`src/fpes_pkg.sv`:
```
package fpes_pkg;
   // ====================================================
   // register map (word indices on the plain port)
   localparam logic [3:0]  ADDR_CTRL      = 4'h0;
   localparam logic [3:0]  ADDR_KEY       = 4'h1;
   localparam logic [3:0]  ADDR_PAGE      = 4'h2;
   localparam logic [3:0]  ADDR_STATUS    = 4'h3;
   // ====================================================
   // control field positions
   localparam int          BIT_START      = 15;
   localparam int          BIT_ENABLE     = 14;
   localparam int          BIT_ERR        = 13;
   localparam int          BIT_ERASE      = 6;
   localparam logic [15:0] CTRL_IMPL_MASK = 16'hE04F;
   localparam logic [15:0] CTRL_RESET     = 16'h0000;
   // ====================================================
   // unlock keys and operation codes
   localparam logic [7:0]  KEY_FIRST      = 8'h55;
   localparam logic [7:0]  KEY_SECOND     = 8'hAA;
   localparam logic [3:0]  OP_BULK        = 4'hF;
   localparam logic [3:0]  OP_WORD        = 4'h3;
   localparam logic [3:0]  OP_BLOCK       = 4'h2;
   localparam logic [3:0]  OP_ROW         = 4'h1;
   // ====================================================
   // geometry, bytes
   localparam int          ROW_BYTES      = 192;
   localparam int          BLOCK_BYTES    = 1536;
   // ====================================================
   // self-timed operation lengths, microseconds
   localparam int          CLK_MHZ        = 50;
   localparam int          T_WORD_US      = 40;
   localparam int          T_ROW_US       = 2000;
   localparam int          T_ERASE_US     = 20000;
   localparam int          CYC_WORD       = T_WORD_US * CLK_MHZ;
   localparam int          CYC_ROW        = T_ROW_US * CLK_MHZ;
   localparam int          CYC_ERASE      = T_ERASE_US * CLK_MHZ;
   localparam int          CYC_NOP        = 1;

   typedef enum logic [1:0] {
      FPES_LOCKED = 2'b00,
      FPES_KEY1   = 2'b01,
      FPES_OPEN   = 2'b10
   } fpes_unlock_t;

   typedef enum logic [2:0] {
      FPES_OP_NONE  = 3'b000,
      FPES_OP_WORD  = 3'b001,
      FPES_OP_ROW   = 3'b010,
      FPES_OP_BLOCK = 3'b011,
      FPES_OP_BULK  = 3'b100
   } fpes_op_t;
endpackage

```
`src/fpes_timer.sv`:
```
`timescale 1ns/1ps
`default_nettype none
// ====================================================
// down counter for the self-timed operation
module fpes_timer #(
   parameter int W = 21
) (
   input  wire logic         clk_sys,
   input  wire logic         rst_b,
   input  wire logic         load,
   input  wire logic [W-1:0] count,
   output logic              busy,
   output logic              done
);
   logic [W-1:0] cnt_q;

   initial begin
      if (W < 2 || W > 31) $error("fpes_timer: W out of range");
   end

   always_ff @(posedge clk_sys or negedge rst_b) begin
      if (!rst_b) begin
         cnt_q <= '0;
         busy  <= 1'b0;
         done  <= 1'b0;
      end else begin
         done <= 1'b0;
         if (load) begin
            cnt_q <= count;
            busy  <= 1'b1;
         end else if (busy) begin
            if (cnt_q <= W'(1)) begin
               busy <= 1'b0;
               done <= 1'b1;
            end else begin
               cnt_q <= cnt_q - W'(1);
            end
         end
      end
   end
endmodule
`default_nettype wire

```
`src/fpes_seq.sv`:
```
// Function
// RL1 - keys 55h then AAh on consecutive writes unlock one start request
// RL2 - key register is write-only; reads return zero
// RL3 - processor stall held high for the whole operation
// RL4 - start bit 15 set-only by software, cleared by hardware at end
// RL5 - enable bit 14 low inhibits every program and erase
// RL6 - error bit 13 set on improper sequence or termination; the code sets it only on a refused start
// RL7 - erase-select bit 6 picks erase or program for the next start
// RL8 - erase with code 1111 is bulk, 0010 is eight-row block erase
// RL9 - program with code 0011 is one word, 0001 is one row
// RL10 - other operation codes perform no flash operation
// RL11 - bulk erase only in serial programming mode
// RL12 - control bits cleared by power-on reset only
// RL13 - bits 12..7 and 5..4 read as zero
// RL14 - software sets code, erase, enable, address, keys, then start
// RL15 - software does one dummy table write inside the block before erase
// RL16 - software fills 64 latches, selects row program, unlocks, starts
// RL17 - software saves and restores the 512-instruction block around erase
// RL18 - software places two no-ops after setting start
// RL19 - software masks interrupts below 7 over the five key instructions
// RL20 - table writes only fill holding latches until an operation
// RL21 - blocks align on 1536 bytes, rows on 192 bytes
// RL22 - 24-bit address is page register over 16-bit effective address
// RL23 - any wrong or intervening write relocks the unlock checker
// RL24 - start without unlock or enable is refused and sets the error
`timescale 1ns/1ps
`default_nettype none
module fpes_seq #(
   parameter int CYC_WORD  = fpes_pkg::CYC_WORD,
   parameter int CYC_ROW   = fpes_pkg::CYC_ROW,
   parameter int CYC_ERASE = fpes_pkg::CYC_ERASE
) (
   input  wire logic        clk_sys,
   input  wire logic        rst_b,
   input  wire logic [3:0]  reg_addr,
   input  wire logic [15:0] reg_wdata,
   input  wire logic        reg_wr,
   input  wire logic        reg_rd,
   output logic [15:0]      reg_rdata,
   input  wire logic        tbl_wr,
   input  wire logic [15:0] tbl_ea,
   input  wire logic        serial_programming_mode,
   output logic             cpu_stall,
   output logic             latch_wr,
   output logic [23:0]      latch_addr,
   output logic             flash_word,
   output logic             flash_row,
   output logic             flash_block,
   output logic             flash_bulk,
   output logic [23:0]      flash_addr
);
   localparam int TW = 21;

   initial begin
      if (CYC_WORD < 1 || CYC_ROW < 1 || CYC_ERASE < 1 || CYC_ERASE >= (1 << TW))
         $error("fpes_seq: operation lengths out of range");
   end

   // ====================================================
   // state
   logic                 start_q;
   logic                 enable_q;
   logic                 err_q;
   logic                 erase_q;
   logic [3:0]           op_q;
   logic [7:0]           page_q;
   logic [23:0]          base_q;
   fpes_pkg::fpes_unlock_t unlock_q;
   fpes_pkg::fpes_op_t   op_d;
   logic                 tmr_load;
   logic                 tmr_busy;
   logic                 tmr_done;
   logic [TW-1:0]        tmr_count;

   wire wr_ctrl  = reg_wr && reg_addr == fpes_pkg::ADDR_CTRL;
   wire wr_key   = reg_wr && reg_addr == fpes_pkg::ADDR_KEY;
   wire wr_page  = reg_wr && reg_addr == fpes_pkg::ADDR_PAGE;
   wire start_rq = wr_ctrl && reg_wdata[fpes_pkg::BIT_START] && !start_q;
   wire go       = start_rq && unlock_q == fpes_pkg::FPES_OPEN && enable_q; // see RL1 see RL5

   // ====================================================
   // operation decode from erase-select and code
   always_comb begin
      op_d = fpes_pkg::FPES_OP_NONE; // see RL10
      if (erase_q) begin // see RL7
         if (op_q == fpes_pkg::OP_BULK && serial_programming_mode)
            op_d = fpes_pkg::FPES_OP_BULK; // see RL8 see RL11
         else if (op_q == fpes_pkg::OP_BLOCK)
            op_d = fpes_pkg::FPES_OP_BLOCK; // see RL8
      end else begin
         if (op_q == fpes_pkg::OP_WORD)
            op_d = fpes_pkg::FPES_OP_WORD; // see RL9
         else if (op_q == fpes_pkg::OP_ROW)
            op_d = fpes_pkg::FPES_OP_ROW; // see RL9
      end
   end

   always_comb begin
      unique case (op_d)
         fpes_pkg::FPES_OP_WORD:  tmr_count = TW'(CYC_WORD);
         fpes_pkg::FPES_OP_ROW:   tmr_count = TW'(CYC_ROW);
         fpes_pkg::FPES_OP_BLOCK: tmr_count = TW'(CYC_ERASE);
         fpes_pkg::FPES_OP_BULK:  tmr_count = TW'(CYC_ERASE);
         default:                 tmr_count = TW'(fpes_pkg::CYC_NOP);
      endcase
   end

   assign tmr_load = go;

   fpes_timer #(
      .W (TW)
   ) u_timer (
      .clk_sys (clk_sys),
      .rst_b   (rst_b),
      .load    (tmr_load),
      .count   (tmr_count),
      .busy    (tmr_busy),
      .done    (tmr_done)
   );

   // ====================================================
   // unlock checker: only the keys on consecutive bus writes count
   always_ff @(posedge clk_sys or negedge rst_b) begin
      if (!rst_b) begin
         unlock_q <= fpes_pkg::FPES_LOCKED;
      end else if (reg_wr) begin
         if (wr_key && reg_wdata[7:0] == fpes_pkg::KEY_FIRST)
            unlock_q <= fpes_pkg::FPES_KEY1; // see RL1
         else if (wr_key && reg_wdata[7:0] == fpes_pkg::KEY_SECOND &&
                  unlock_q == fpes_pkg::FPES_KEY1)
            unlock_q <= fpes_pkg::FPES_OPEN; // see RL1
         else
            unlock_q <= fpes_pkg::FPES_LOCKED; // see RL23
      end
   end

   // ====================================================
   // control register; rst_b is the power-on reset here
   always_ff @(posedge clk_sys or negedge rst_b) begin
      if (!rst_b) begin
         start_q  <= 1'b0; // see RL12
         enable_q <= 1'b0;
         erase_q  <= 1'b0;
         op_q     <= 4'h0;
      end else begin
         if (wr_ctrl && !start_q) begin
            enable_q <= reg_wdata[fpes_pkg::BIT_ENABLE];
            erase_q  <= reg_wdata[fpes_pkg::BIT_ERASE];
            op_q     <= reg_wdata[3:0];
         end
         // set-only; writing zero never clears it
         if (go)
            start_q <= 1'b1; // see RL4
         else if (tmr_done)
            start_q <= 1'b0; // see RL4
      end
   end

   // error: set on refused start, cleared only by software writing zero
   always_ff @(posedge clk_sys or negedge rst_b) begin
      if (!rst_b) begin
         err_q <= 1'b0;
      end else if (start_rq && !go) begin
         err_q <= 1'b1; // see RL6 see RL24
      end else if (wr_ctrl && !reg_wdata[fpes_pkg::BIT_ERR]) begin
         err_q <= 1'b0;
      end
   end

   // ====================================================
   // table page and erase base address
   always_ff @(posedge clk_sys or negedge rst_b) begin
      if (!rst_b) begin
         page_q <= 8'h00;
         base_q <= 24'h000000;
      end else begin
         if (wr_page)
            page_q <= reg_wdata[7:0];
         if (tbl_wr)
            base_q <= {page_q, tbl_ea}; // see RL22
      end
   end

   // table writes only reach the holding latches
   always_ff @(posedge clk_sys or negedge rst_b) begin
      if (!rst_b) begin
         latch_wr   <= 1'b0;
         latch_addr <= 24'h000000;
      end else begin
         latch_wr   <= tbl_wr && !start_q; // see RL20
         latch_addr <= {page_q, tbl_ea}; // see RL22
      end
   end

   // ====================================================
   // array strobes, held for the duration, and the stall
   always_ff @(posedge clk_sys or negedge rst_b) begin
      if (!rst_b) begin
         cpu_stall   <= 1'b0;
         flash_word  <= 1'b0;
         flash_row   <= 1'b0;
         flash_block <= 1'b0;
         flash_bulk  <= 1'b0;
         flash_addr  <= 24'h000000;
      end else begin
         if (go) begin
            cpu_stall   <= 1'b1; // see RL3
            flash_word  <= op_d == fpes_pkg::FPES_OP_WORD;
            flash_row   <= op_d == fpes_pkg::FPES_OP_ROW;
            flash_block <= op_d == fpes_pkg::FPES_OP_BLOCK;
            flash_bulk  <= op_d == fpes_pkg::FPES_OP_BULK;
            // align down to the row or block boundary
            if (op_d == fpes_pkg::FPES_OP_BLOCK)
               flash_addr <= base_q - 24'(base_q % 24'(fpes_pkg::BLOCK_BYTES)); // see RL21
            else if (op_d == fpes_pkg::FPES_OP_ROW)
               flash_addr <= base_q - 24'(base_q % 24'(fpes_pkg::ROW_BYTES)); // see RL21
            else
               flash_addr <= base_q;
         end else if (tmr_done) begin
            cpu_stall   <= 1'b0; // see RL3
            flash_word  <= 1'b0;
            flash_row   <= 1'b0;
            flash_block <= 1'b0;
            flash_bulk  <= 1'b0;
         end
      end
   end

   // ====================================================
   // read port; key register reads zero
   always_ff @(posedge clk_sys or negedge rst_b) begin
      if (!rst_b) begin
         reg_rdata <= 16'h0000;
      end else if (reg_rd) begin
         unique case (reg_addr)
            fpes_pkg::ADDR_CTRL:
               reg_rdata <= {start_q, enable_q, err_q, 6'h00, erase_q, 2'h0, op_q}; // see RL13
            fpes_pkg::ADDR_KEY:    reg_rdata <= 16'h0000; // see RL2
            fpes_pkg::ADDR_PAGE:   reg_rdata <= {8'h00, page_q};
            fpes_pkg::ADDR_STATUS: reg_rdata <= {13'h0000, tmr_busy, unlock_q};
            default:               reg_rdata <= 16'h0000;
         endcase
      end else begin
         reg_rdata <= 16'h0000;
      end
   end
endmodule
`default_nettype wire

```
`config.mk`:
```
export PLATFORM = sky130hd
export DESIGN_NAME = fpes_seq
export DESIGN_NICKNAME = d
export VERILOG_FILES = /design/src/fpes_pkg.sv /design/src/fpes_timer.sv /design/src/fpes_seq.sv
export SDC_FILE = /design/constraint.sdc
export NUM_CORES = 1
export LEC_CHECK = 0
export BUFFER_PORTS_ARGS = -buffer_cell sky130_fd_sc_hd__buf_4
export CAP_MARGIN = 20
export CORE_AREA = 2 2 129 131
export DETAILED_ROUTE_END_ITERATION = 12
export DIE_AREA = 0 0 131 133
export PLACE_DENSITY_LB_ADDON = 0.2
export SLEW_MARGIN = 20
export SYNTH_ARGS = -nofsm -noshare
export SYNTH_HDL_FRONTEND = slang
export SYNTH_HIERARCHICAL = 1
export SYNTH_SLANG_ARGS = --single-unit
```
`constraint.sdc`:
```
create_clock -name clk_sys -period 13.4 [get_ports clk_sys]
set_clock_uncertainty 0.05 [all_clocks]
set_input_delay 2.68 -clock clk_sys [delete_from_list [all_inputs] [get_ports clk_sys]]
set_output_delay 2.68 -clock clk_sys [all_outputs]
set_load 0.05 [all_outputs]
```
* Word-level counts from Yosys, hierarchy flattened
Index checks and enable logic that the tools add are counted. Widths: inputs -> output; s select.
Operators by class: multipliers 0, order comparisons 1, reductions and logical operators 24, equal/unequal tests 16, bitwise operators 0, $add $sub $neg 3, shift-type cells 0, multiplexer cells 29, divide/modulo/power cells 2
Operator list (number):
- $mux 21 | 3
- $pmux 20 s3 | 1
- $mux 24 | 2
- $pmux 16 s3 | 1
- $sub 24x24->24 | 2
- $mod 24x11->24 const B | 1
- $mod 24x8->24 const B | 1
- $le 21x1->1 const B | 1
- $sub 21x1->21 const B | 1
- $eq 4x2->1 const B | 4
- $mux 16 | 1
- $logic_and 1x1->1 | 15
- $mux 1 | 14
- $mux 2 | 5
- $eq 4x1->1 const B | 2
- $eq 8x7->1 const B | 1
- $eq 8x8->1 const B | 1
- $eq 3x2->1 const B | 2
- $mux 3 | 2
- $reduce_bool 2->1 | 3
- $eq 4x4->1 const B | 1
- $logic_not 4->1 | 1
- $eq 3x1->1 const B | 1
- $eq 3x3->1 const B | 1
- 6 further kinds | 8
Storage, ports and cells: RAM bits 0, output and inout bits 70, ROM bits 0, logic and storage cells 94, memories kept 0, input port bits 42, flip-flop bits (word level) 134, latch bits 0

* Logic depth before layout (Yosys ltp)
Gate-level depths: netlist of run 1.
depth after elaboration 9, mapped depth 31, mapped depth without buffers 27

* Hierarchy
The synthesis of run 1 kept the hierarchy.
By module, submodules not included:
- fpes_seq | instances 1, cells an instance 817, area each 7315.8 um^2
- fpes_timer | instances 1, cells an instance 153, area each 1380.1 um^2

* Least setup slack after synthesis of run 1
No wires, ideal clock.
path type reg2reg, start reg base_q[20], end reg flash_addr[22], data required time 13.218 ns, library setup time 0.132 ns, stages on the path, launching flop included 28, slack 7.045 ns, arrival time 6.173 ns, cell sequence dfrtp_1 buf_4 clkinv_2 mux2i_4 o22a_2 or3_4 o311a_1 a31oi_2 a2bb2oi_4 mux2_2 nor3_2 buf_2 mux2i_1 or2_2 a41o_1 ha_1 o21a_1 o21a_1 o21ai_0 a21boi_0 o21a_1 o211ai_1 nand3_1 a221oi_1 nor2b_1 or3_1 a21oi_1 o41ai_1
On the way: word-level cells in the longest chain between the ends 4, elaborated cells between the ends (all ways) 6, those cells by class 2 x add/sub; 2 x div; 2 x mux
RTL lines:
- from (decl) | RTL line fpes_seq.sv:67 | logic [23:0] base_q;
- from (signal assigned) | RTL line fpes_seq.sv:180 | base_q <= {page_q, tbl_ea};
- $mod 24x8->24 | RTL line fpes_seq.sv:216 | flash_addr <= base_q - 24'(base_q % 24'(fpes_pkg::ROW_BYTES));
- $sub 24x24->24 | RTL line fpes_seq.sv:216
- $mux 24 | RTL line fpes_seq.sv:215 | else if (op_d == fpes_pkg::FPES_OP_ROW)
- $mux 24 (*) | RTL line fpes_seq.sv:213 | if (op_d == fpes_pkg::FPES_OP_BLOCK)
- to (signal assigned) | RTL line fpes_seq.sv:214 | flash_addr <= base_q - 24'(base_q % 24'(fpes_pkg::BLOCK_BYTES));
- to (signal assigned) | RTL line fpes_seq.sv:216
- to (signal assigned) | RTL line fpes_seq.sv:218 | flash_addr <= base_q;
- to (decl) | RTL line fpes_seq.sv:50 | output logic [23:0] flash_addr
Mark *: on every way between the ends. The rest lies on a longest branch, timed or not. A chain may end at the register's enable or synchronous reset.

* Final worst setup path of run 1
Same ends and word-level chain as after synthesis.

==> results.rst, run 1 <==
.. list-table::
   :header-rows: 1

   * - Metric
     - Value
   * - Share of the clock period used by the worst path
     - 0.581
   * - DRC errors left
     - 0
   * - Power spent charging and discharging nets
     - 0.526 mW
   * - Detailed-placement wirelength estimate
     - 14.6 mm
   * - Placement Cell Area
     - 0.00963 mm²
   * - Status
     - finished, final reports clean
   * - Synth Area in Compound Gates
     - 0.199
   * - Count of buffering cells on the critical path with inverters included
     - 1
   * - Final Power
     - 1.42 mW
   * - Actual slew at the worst max-slew pin
     - 0.920 ns
   * - CTS sink cnt
     - 129
   * - CP startpoint
     - base_q[20]
   * - Total of hold buffers inserted after clock tree synthesis
     - 0
   * - Initial antenna violation count
     - 0
   * - CTS tree
     - done
   * - Proportion of synthesized area in mux cells
     - 0.0672
   * - Critical Path Most Common Cell
     - o21a_1
   * - Setup TNS
     - 0 ns
   * - Fraction of synthesized cell area taken by the top area cell type
     - 0.371
   * - Maximum vdd drop
     - 113 µV
   * - Setup Crit Path Kind
     - reg -> reg
   * - Clock slew at reported path FFs
     - 0.07 ns
   * - Routed wire length
     - 21.2 mm
   * - Worst path top cell family by delay
     - compound AO/OA/AOI/OAI gates
   * - CP Max Fanout
     - 25
   * - Leading register cell type out of synthesis
     - dfrtp_1
   * - Worst skew pair latency
     - 0.42 ns
   * - Static leakage
     - 4.69 nW
   * - Unrepaired setup endpoints after global routing
     - no
   * - Clock buffer count from CTS
     - 17
   * - Number of pins with negative max-slew slack in the final report
     - 0
   * - Max frequency
     - 128 MHz
   * - Total number of vias
     - 7511
   * - Critical Path Start Type
     - flop
   * - CP peak stage delay
     - 0.81 ns
   * - Post-Route Hold Slack
     - 0.384 ns
   * - Tightest slew margin relative to the limit
     - 0.385
   * - Iter 0 DRT Violations
     - 500
   * - Ant diodes
     - 0
   * - Count of antenna-violating nets left after detailed routing
     - 0
   * - Proportion of synthesized chip area in sequential cells
     - 0.371
   * - GR Overflow Total
     - 0
   * - Element type at the critical path end
     - flop
   * - Time the final worst path needs with I/O delays and setup
     - 7.79 ns
   * - Syn Inst Count
     - 970
   * - Internal Dissipation
     - 0.890 mW
   * - Setup repair bufs after CTS
     - 0
   * - Chip Width
     - 131 µm
   * - Power Dens Cells
     - 138 mW/mm²
   * - Final std cells w/o fill
     - 1310
   * - FP Rows
     - 47
   * - Maximum number of pins on one net before global-route repair
     - 73
   * - Cells taking the most area after synthesis
     - dfrtp_1 37%, ha_1 6.3%, nand2_1 4.5%, mux2_2 4.3%, o21ai_0 4.1%
   * - Max Cap Violations
     - 0
   * - Post-synthesis share of cell area spent on full adders, half adders and majority gates
     - 0.0633
   * - Worst min path class
     - reg -> reg
   * - Maximum clock insertion buffer count
     - 2
   * - Number of port buffers
     - 101
   * - Post-placement cell count
     - 1278
   * - Area growth from synthesis to final layout
     - 17.7%
   * - Number of resized instances in the post-cts repair step
     - 0
   * - Overall track demand over capacity in global routing
     - 0.254
   * - Xor and xnor fraction of the mapped netlist area
     - 0.0383
   * - Combinational family with the most area after synthesis
     - simple AND/OR/NAND/NOR gates
   * - Async set-or-reset flop fraction in the synthesized netlist
     - 1.00
   * - Fraction of power consumed by sequential logic
     - 0.327
   * - Total count of hold-check failures in the final report
     - 0
   * - Switching Share
     - 0.371
   * - Layout net count
     - 1163
   * - Register bit total from synthesis
     - 129
   * - Reg2Reg Launch Point
     - base_q[20]
   * - Starting utilization of the core area
     - 0.538
   * - Worst hold start
     - page_q[0]
   * - Slowest CP cell
     - o311a_1
   * - Required time of the critical path
     - 13.63 ns
   * - Wire length of the first global-routing pass
     - 35.3 mm
   * - Warning count from the yosys run
     - 6
   * - Share of synthesized cell area in and, or, nand and nor gates
     - 0.211
   * - Area of the die
     - 0.0174 mm²
   * - Netlist area before placement
     - 0.00870 mm²
   * - Post-layout instance area
     - 0.0102 mm²
   * - Routability Congestion
     - 0.871
   * - Core area
     - 0.0162 mm²
   * - Unique masters post-synth
     - 90
   * - Data arrival time of the critical path
     - 8.02 ns
   * - Most area-hungry cell type in the Yosys netlist
     - dfrtp_1
   * - Share of total power in combinational logic
     - 0.347
   * - Vias in the first global route
     - 7135
   * - Number of enable-type register cells in the synthesized netlist
     - 0
   * - Mapped Avg Cell Area
     - 8.96 µm²
   * - Setup-failing EPs final
     - 0
   * - Via density per instance
     - 5.73
   * - Clock Root Buffer
     - clkbuf_16
   * - Clock share of power
     - 0.326
   * - Number of placed I/O pins
     - 112
   * - Height of the die
     - 133 µm
   * - Fraction of final layout cells sized beyond drive strength 1
     - 0.185
   * - Mean routed wirelength per cell
     - 16.2 µm
   * - Number of H-tree branching levels
     - 4
   * - Detailed-router iteration count before antenna repair
     - 5
[path summary, 6_finish.rpt]
kind	endpoint	slack, ns	depth (start not counted)
worst max-delay path	flash_addr[22]	5.61	27
worst min-delay path	latch_addr[16]	0.38	0
worst max register to register	flash_addr[22]	5.61	27
worst min register to register	latch_addr[16]	0.38	0
max in group asynchronous	flash_addr[9]	9.84	2
min in group asynchronous	reg_rdata[6]	2.17	1
[through the flow]
stage,util,worst slack [ns]
2_1_floorplan,-,7.05
3_3_place_gp,0.596,5.76
3_5_place_dp,0.596,5.72
4_1_cts,0.632,5.66
5_1_grt,0.633,4.96
6_report,0.633,5.61
[worst register-to-register path, stage by stage, from the launching register on]
cell and delay [ns]:
dfrtp_1 0.66, clkinv_2 0.24, mux2i_4 0.25, o22a_2 0.26, nor4b_1 0.36, o311ai_1 0.15, a32oi_1 0.42, or2_0 0.46
o31ai_1 0.14, o31ai_1 0.27, o311a_1 0.81, mux2i_1 0.28, mux2i_1 0.09, a22o_1 0.26, a41o_1 0.25, ha_1 0.32
o21a_1 0.14, o21a_1 0.18, o21ai_0 0.18, a21boi_0 0.19, o21a_1 0.26, o211ai_1 0.21, nand3_1 0.13, a221oi_1 0.38
nor2b_1 0.14, or3_1 0.32, a21oi_1 0.15, o41ai_1 0.09
[layout by cell type, fill, tap and decap left out, types with 8 or more instances in the layout]
master	instances
dfrtp_1	129
o21ai_0	72
nor2_1	74
nand2_1	105
nand2b_1	16
nor3_1	18
ha_1	44
buf_4	105
and3_1	10
o21a_1	21
or3_1	10
nor2b_1	11
a31oi_1	10
nor4_1	8
nand4_1	9
nand3_1	21
mux2i_1	19
conb_1	39
a21oi_1	49
xor2_1	19
a211oi_1	15
mux2_2	33
inv_1	36
clkbuf_16	17
o211ai_1	10
nand3b_1	12
xnor2_1	19
a21o_1	15
[sequential cells by signal, indices dropped and copies added, names as in the netlist, 2 cells and up]
name           count
base_q            24
flash_addr        24
latch_addr        24
u_timer/cnt_q     21
reg_rdata         11
page_q             8
op_q               4
unlock_q           2
[synthesized netlist by cell type, drive strengths merged (8+ instances only)]
cell type  count
buf           22
nand4          9
and3          10
ha            44
or2            8
o211ai        10
nor3          22
nor2          74
nand2b        16
nand3b        12
a31oi         11
mux2          33
nand3         21
nor4          11
clkbuf        33
inv           36
o21a          21
or3           13
nor2b         11
a21o          15
o21ai         75
a211oi        15
mux2i         20
dfrtp        129
xnor2         19
nand2        105
a21oi         49
xor2          19
[power groups by stage]
stage	Clock [mW]	Sequential (mW)	Combinational (mW)
floorplan	0	0.469	0.393
detailed placement	0	0.468	0.484
global route	0.487	0.467	0.544
finish	0.462	0.462	0.492
global placement	0	0.466	0.477
CTS	0.470	0.462	0.488
[cells by family after synthesis]
family | count (synthesis)
and+or+nand+nor | 349
AOI/OAI and AO/OA | 261
DFF | 129
buffers and inverters | 94
muxes | 53
adders and majority gates | 44
xor gates and xnor gates | 38
other | 2
[layout make-up]
cell class                 instances  area, µm²
clock buffer                      17        425
clock inverter                    15        164
fill                            1405       5940
inverter                          39        148
multi-input combinational        784       5200
sequential                       129       3230
tap                              220        275
timing repair buffer             106        800
[per-layer routing]
layer,vias to the layer above,share of wire,GRT usage
met2,163,0.47,0.400
met5,-,0,0
met1,3623,0.47,0.351
met4,0,0.017,0.0745
met3,26,0.044,0.0546
li1,3699,-,-
(Power assumes the default switching activity.)
==> inputs of run 2 (changes only) <==
- clock period: 13.4 -> 7.2 ns (I/O delays scaled with it)
==> results.rst, run 2 (same netlist as run 1, synthesis figures left out) <==
.. list-table::
   :header-rows: 1

   * - Metric
     - Value
   * - Maximum vdd drop
     - 197 µV (+75%)
   * - Iter 0 DRT Violations
     - 535 (+7.0%)
   * - Placement Cell Area
     - 0.00974 mm² (+1.1%)
   * - Required time of the critical path
     - 7.41 ns (-6.22 ns)
   * - Number of H-tree branching levels
     - 4 (unchanged)
   * - GR Overflow Total
     - 0 (unchanged)
   * - Detailed-router iteration count before antenna repair
     - 5 (unchanged)
   * - Share of the clock period used by the worst path
     - 0.941 (+0.360)
   * - Initial antenna violation count
     - 0 (unchanged)
   * - Setup-failing EPs final
     - 0 (unchanged)
   * - Clock slew at reported path FFs
     - 0.06 ns (about the same)
   * - Total number of vias
     - 7584 (+0.97%)
   * - CP peak stage delay
     - 0.58 ns (-0.23 ns)
   * - Critical Path Most Common Cell
     - o21a_1
   * - Worst slack, placed
     - 0.0354 ns (-5.68 ns)
   * - Vias in the first global route
     - 7190 (+0.77%)
   * - Worst skew pair latency
     - 0.43 ns (about the same)
   * - Reg2reg path depth
     - 29 (+7.4%)
   * - Worst flop-to-flop path endpoint
     - flash_addr[15]
   * - Area growth from synthesis to final layout
     - 19.1%
   * - Worst setup path endpoint
     - flash_addr[15]
   * - Setup TNS
     - 0 ns (unchanged)
   * - CP startpoint
     - base_q[18]
   * - Layout net count
     - 1181 (+1.5%)
   * - Via density per instance
     - 5.71 (-0.40%)
   * - Unrepaired setup endpoints after global routing
     - no
   * - Routability Congestion
     - 0.883 (+1.4%)
   * - Worst min path class
     - reg -> reg
   * - Count of antenna-violating nets left after detailed routing
     - 0 (unchanged)
   * - FP Rows
     - 47 (unchanged)
   * - Fraction of the core area covered by cells at the end of the flow
     - 0.641 (+0.00766)
   * - Status
     - finished, final reports clean
   * - Number of pins with negative max-slew slack in the final report
     - 0 (unchanged)
   * - Wire length of the first global-routing pass
     - 35.5 mm (+0.77%)
   * - Post-layout instance area
     - 0.0104 mm² (+1.2%)
   * - Post-Route Hold Slack
     - 0.370 ns (-0.0134 ns)
   * - Time the final worst path needs with I/O delays and setup
     - 6.77 ns (-1.02 ns)
   * - Data arrival time of the critical path
     - 6.98 ns (-1.04 ns)
   * - Actual slew at the worst max-slew pin
     - 1.08 ns (+0.160 ns)
   * - Maximum number of pins on one net before global-route repair
     - 77 (+5.5%)
   * - Tightest slew margin relative to the limit
     - 0.270 (-0.114)
   * - Reg2Reg Launch Point
     - base_q[18]
   * - Overall track demand over capacity in global routing
     - 0.257 (+0.00371)
   * - Commonest non-fill, non-tap cell in the layout
     - dfrtp_1
   * - Ant diodes
     - 0 (unchanged)
   * - Final std cells w/o fill
     - 1328 (+1.4%)
   * - Final Power
     - 2.69 mW (+90%)
   * - Critical Path Start Type
     - flop
   * - Setup Crit Path Kind
     - reg -> reg
   * - Total of hold buffers inserted after clock tree synthesis
     - 0 (unchanged)
   * - Height of the die
     - 133 µm (unchanged)
   * - Detailed-placement wirelength estimate
     - 14.8 mm (+1.9%)
   * - Clock Root Buffer
     - clkbuf_16
   * - Routed wire length
     - 21.5 mm (+1.6%)
   * - Max frequency
     - 148 MHz (+15%)
   * - Max Cap Violations
     - 0 (unchanged)
   * - Starting utilization of the core area
     - 0.538 (unchanged)
   * - CTS tree
     - done
   * - Static leakage
     - 4.76 nW (+1.5%)
   * - Mean routed wirelength per cell
     - 16.2 µm (+0.22%)
   * - CP Max Fanout
     - 9 (-64%)
   * - Clock buffer count from CTS
     - 17 (unchanged)
   * - Power Dens Cells
     - 260 mW/mm² (+88%)
   * - Core area
     - 0.0162 mm² (unchanged)
   * - Number of placed I/O pins
     - 112 (unchanged)
   * - Chip Width
     - 131 µm (unchanged)
   * - Fraction of final layout cells sized beyond drive strength 1
     - 0.203 (+0.0177)
   * - Slack of the critical path
     - 0.426 ns (-5.18 ns)
   * - Largest registers
     - base_q (24), flash_addr (24), latch_addr (24)
   * - Total count of hold-check failures in the final report
     - 0 (unchanged)
   * - Commonest non-fill, non-tap cells in the layout
     - 126 x dfrtp_1, 122 x buf_4, 105 x nand2_1
   * - Slowest CP cell
     - or4b_4
   * - Maximum clock insertion buffer count
     - 2 (unchanged)
   * - DRC errors left
     - 0 (unchanged)
   * - Number of fill cells
     - 1355 (-3.6%)
   * - Area of the die
     - 0.0174 mm² (unchanged)
   * - Number of port buffers
     - 101 (unchanged)
   * - Element type at the critical path end
     - flop
   * - Worst setup slack for register-to-register paths
     - 0.43 ns (-5.18 ns)
   * - CTS sink cnt
     - 129 (unchanged)
   * - Post-placement cell count
     - 1292 (+1.1%)
-- run 2: report_power, final --
group          switching (mW)  internal, mW  total [mW]
combinational           0.561         0.452        1.01
sequential             0.0780         0.771       0.849
clock                   0.377         0.456       0.833
-- run 2: final cells by class --
| class | instances | area [µm²] | area share |
|---|---|---|---|
| Clock buffer | 17 | 425 | 0.0411 |
| Clock inverter | 15 | 135 | 0.0130 |
| Inverter | 39 | 148 | 0.0143 |
| Multi-Input combinational cell | 785 | 5220 | 0.504 |
| Sequential cell | 129 | 3230 | 0.312 |
| Tap cell | 220 | 275 | 0.0266 |
| Timing Repair Buffer | 123 | 927 | 0.0895 |
-- run 2: repair_timing --
action | CTS | global route
gates cloned | 0 | 1
endpoints found under the setup margin | 2 | 12
setup buffers | 0 | 3
resized for setup | 1 | 9
pin swaps | 0 | 2
-- run 2: worst max-delay path, delay by kind of cell, from the launching register on --
| family | cells | cell delay, ns |
|---|---|---|
| AO/OA/AOI/OAI | 19 | 3.75 |
| XOR/XNOR | 1 | 0.13 |
| adder cells (fa/ha/maj) | 1 | 0.32 |
| buffers and inverters | 2 | 0.32 |
| flip-flops | 1 | 0.50 |
| multiplexers | 2 | 0.29 |
| AND/OR/NAND/NOR | 4 | 1.24 |
-- run 2: worst min-delay path by stage --
stage	start	to	slack, ns	cells after the start
after floorplan	page_q[7]	latch_addr[23]	0.33	0
after CTS	page_q[6]	latch_addr[22]	0.37	0
after detailed placement	page_q[6]	latch_addr[22]	0.36	0
final	page_q[6]	latch_addr[22]	0.37	0
after global placement	page_q[6]	latch_addr[22]	0.36	0
after global routing	page_q[4]	latch_addr[20]	0.40	0
-- run 2: per-layer routing --
layer  part of all wire  track usage  vias to the layer above
met1               0.46        0.358                     3649
li1                   -            -                     3723
met5                  0            0                        -
met4              0.020       0.0887                        0
met3              0.048       0.0570                       34
met2               0.47        0.397                      178
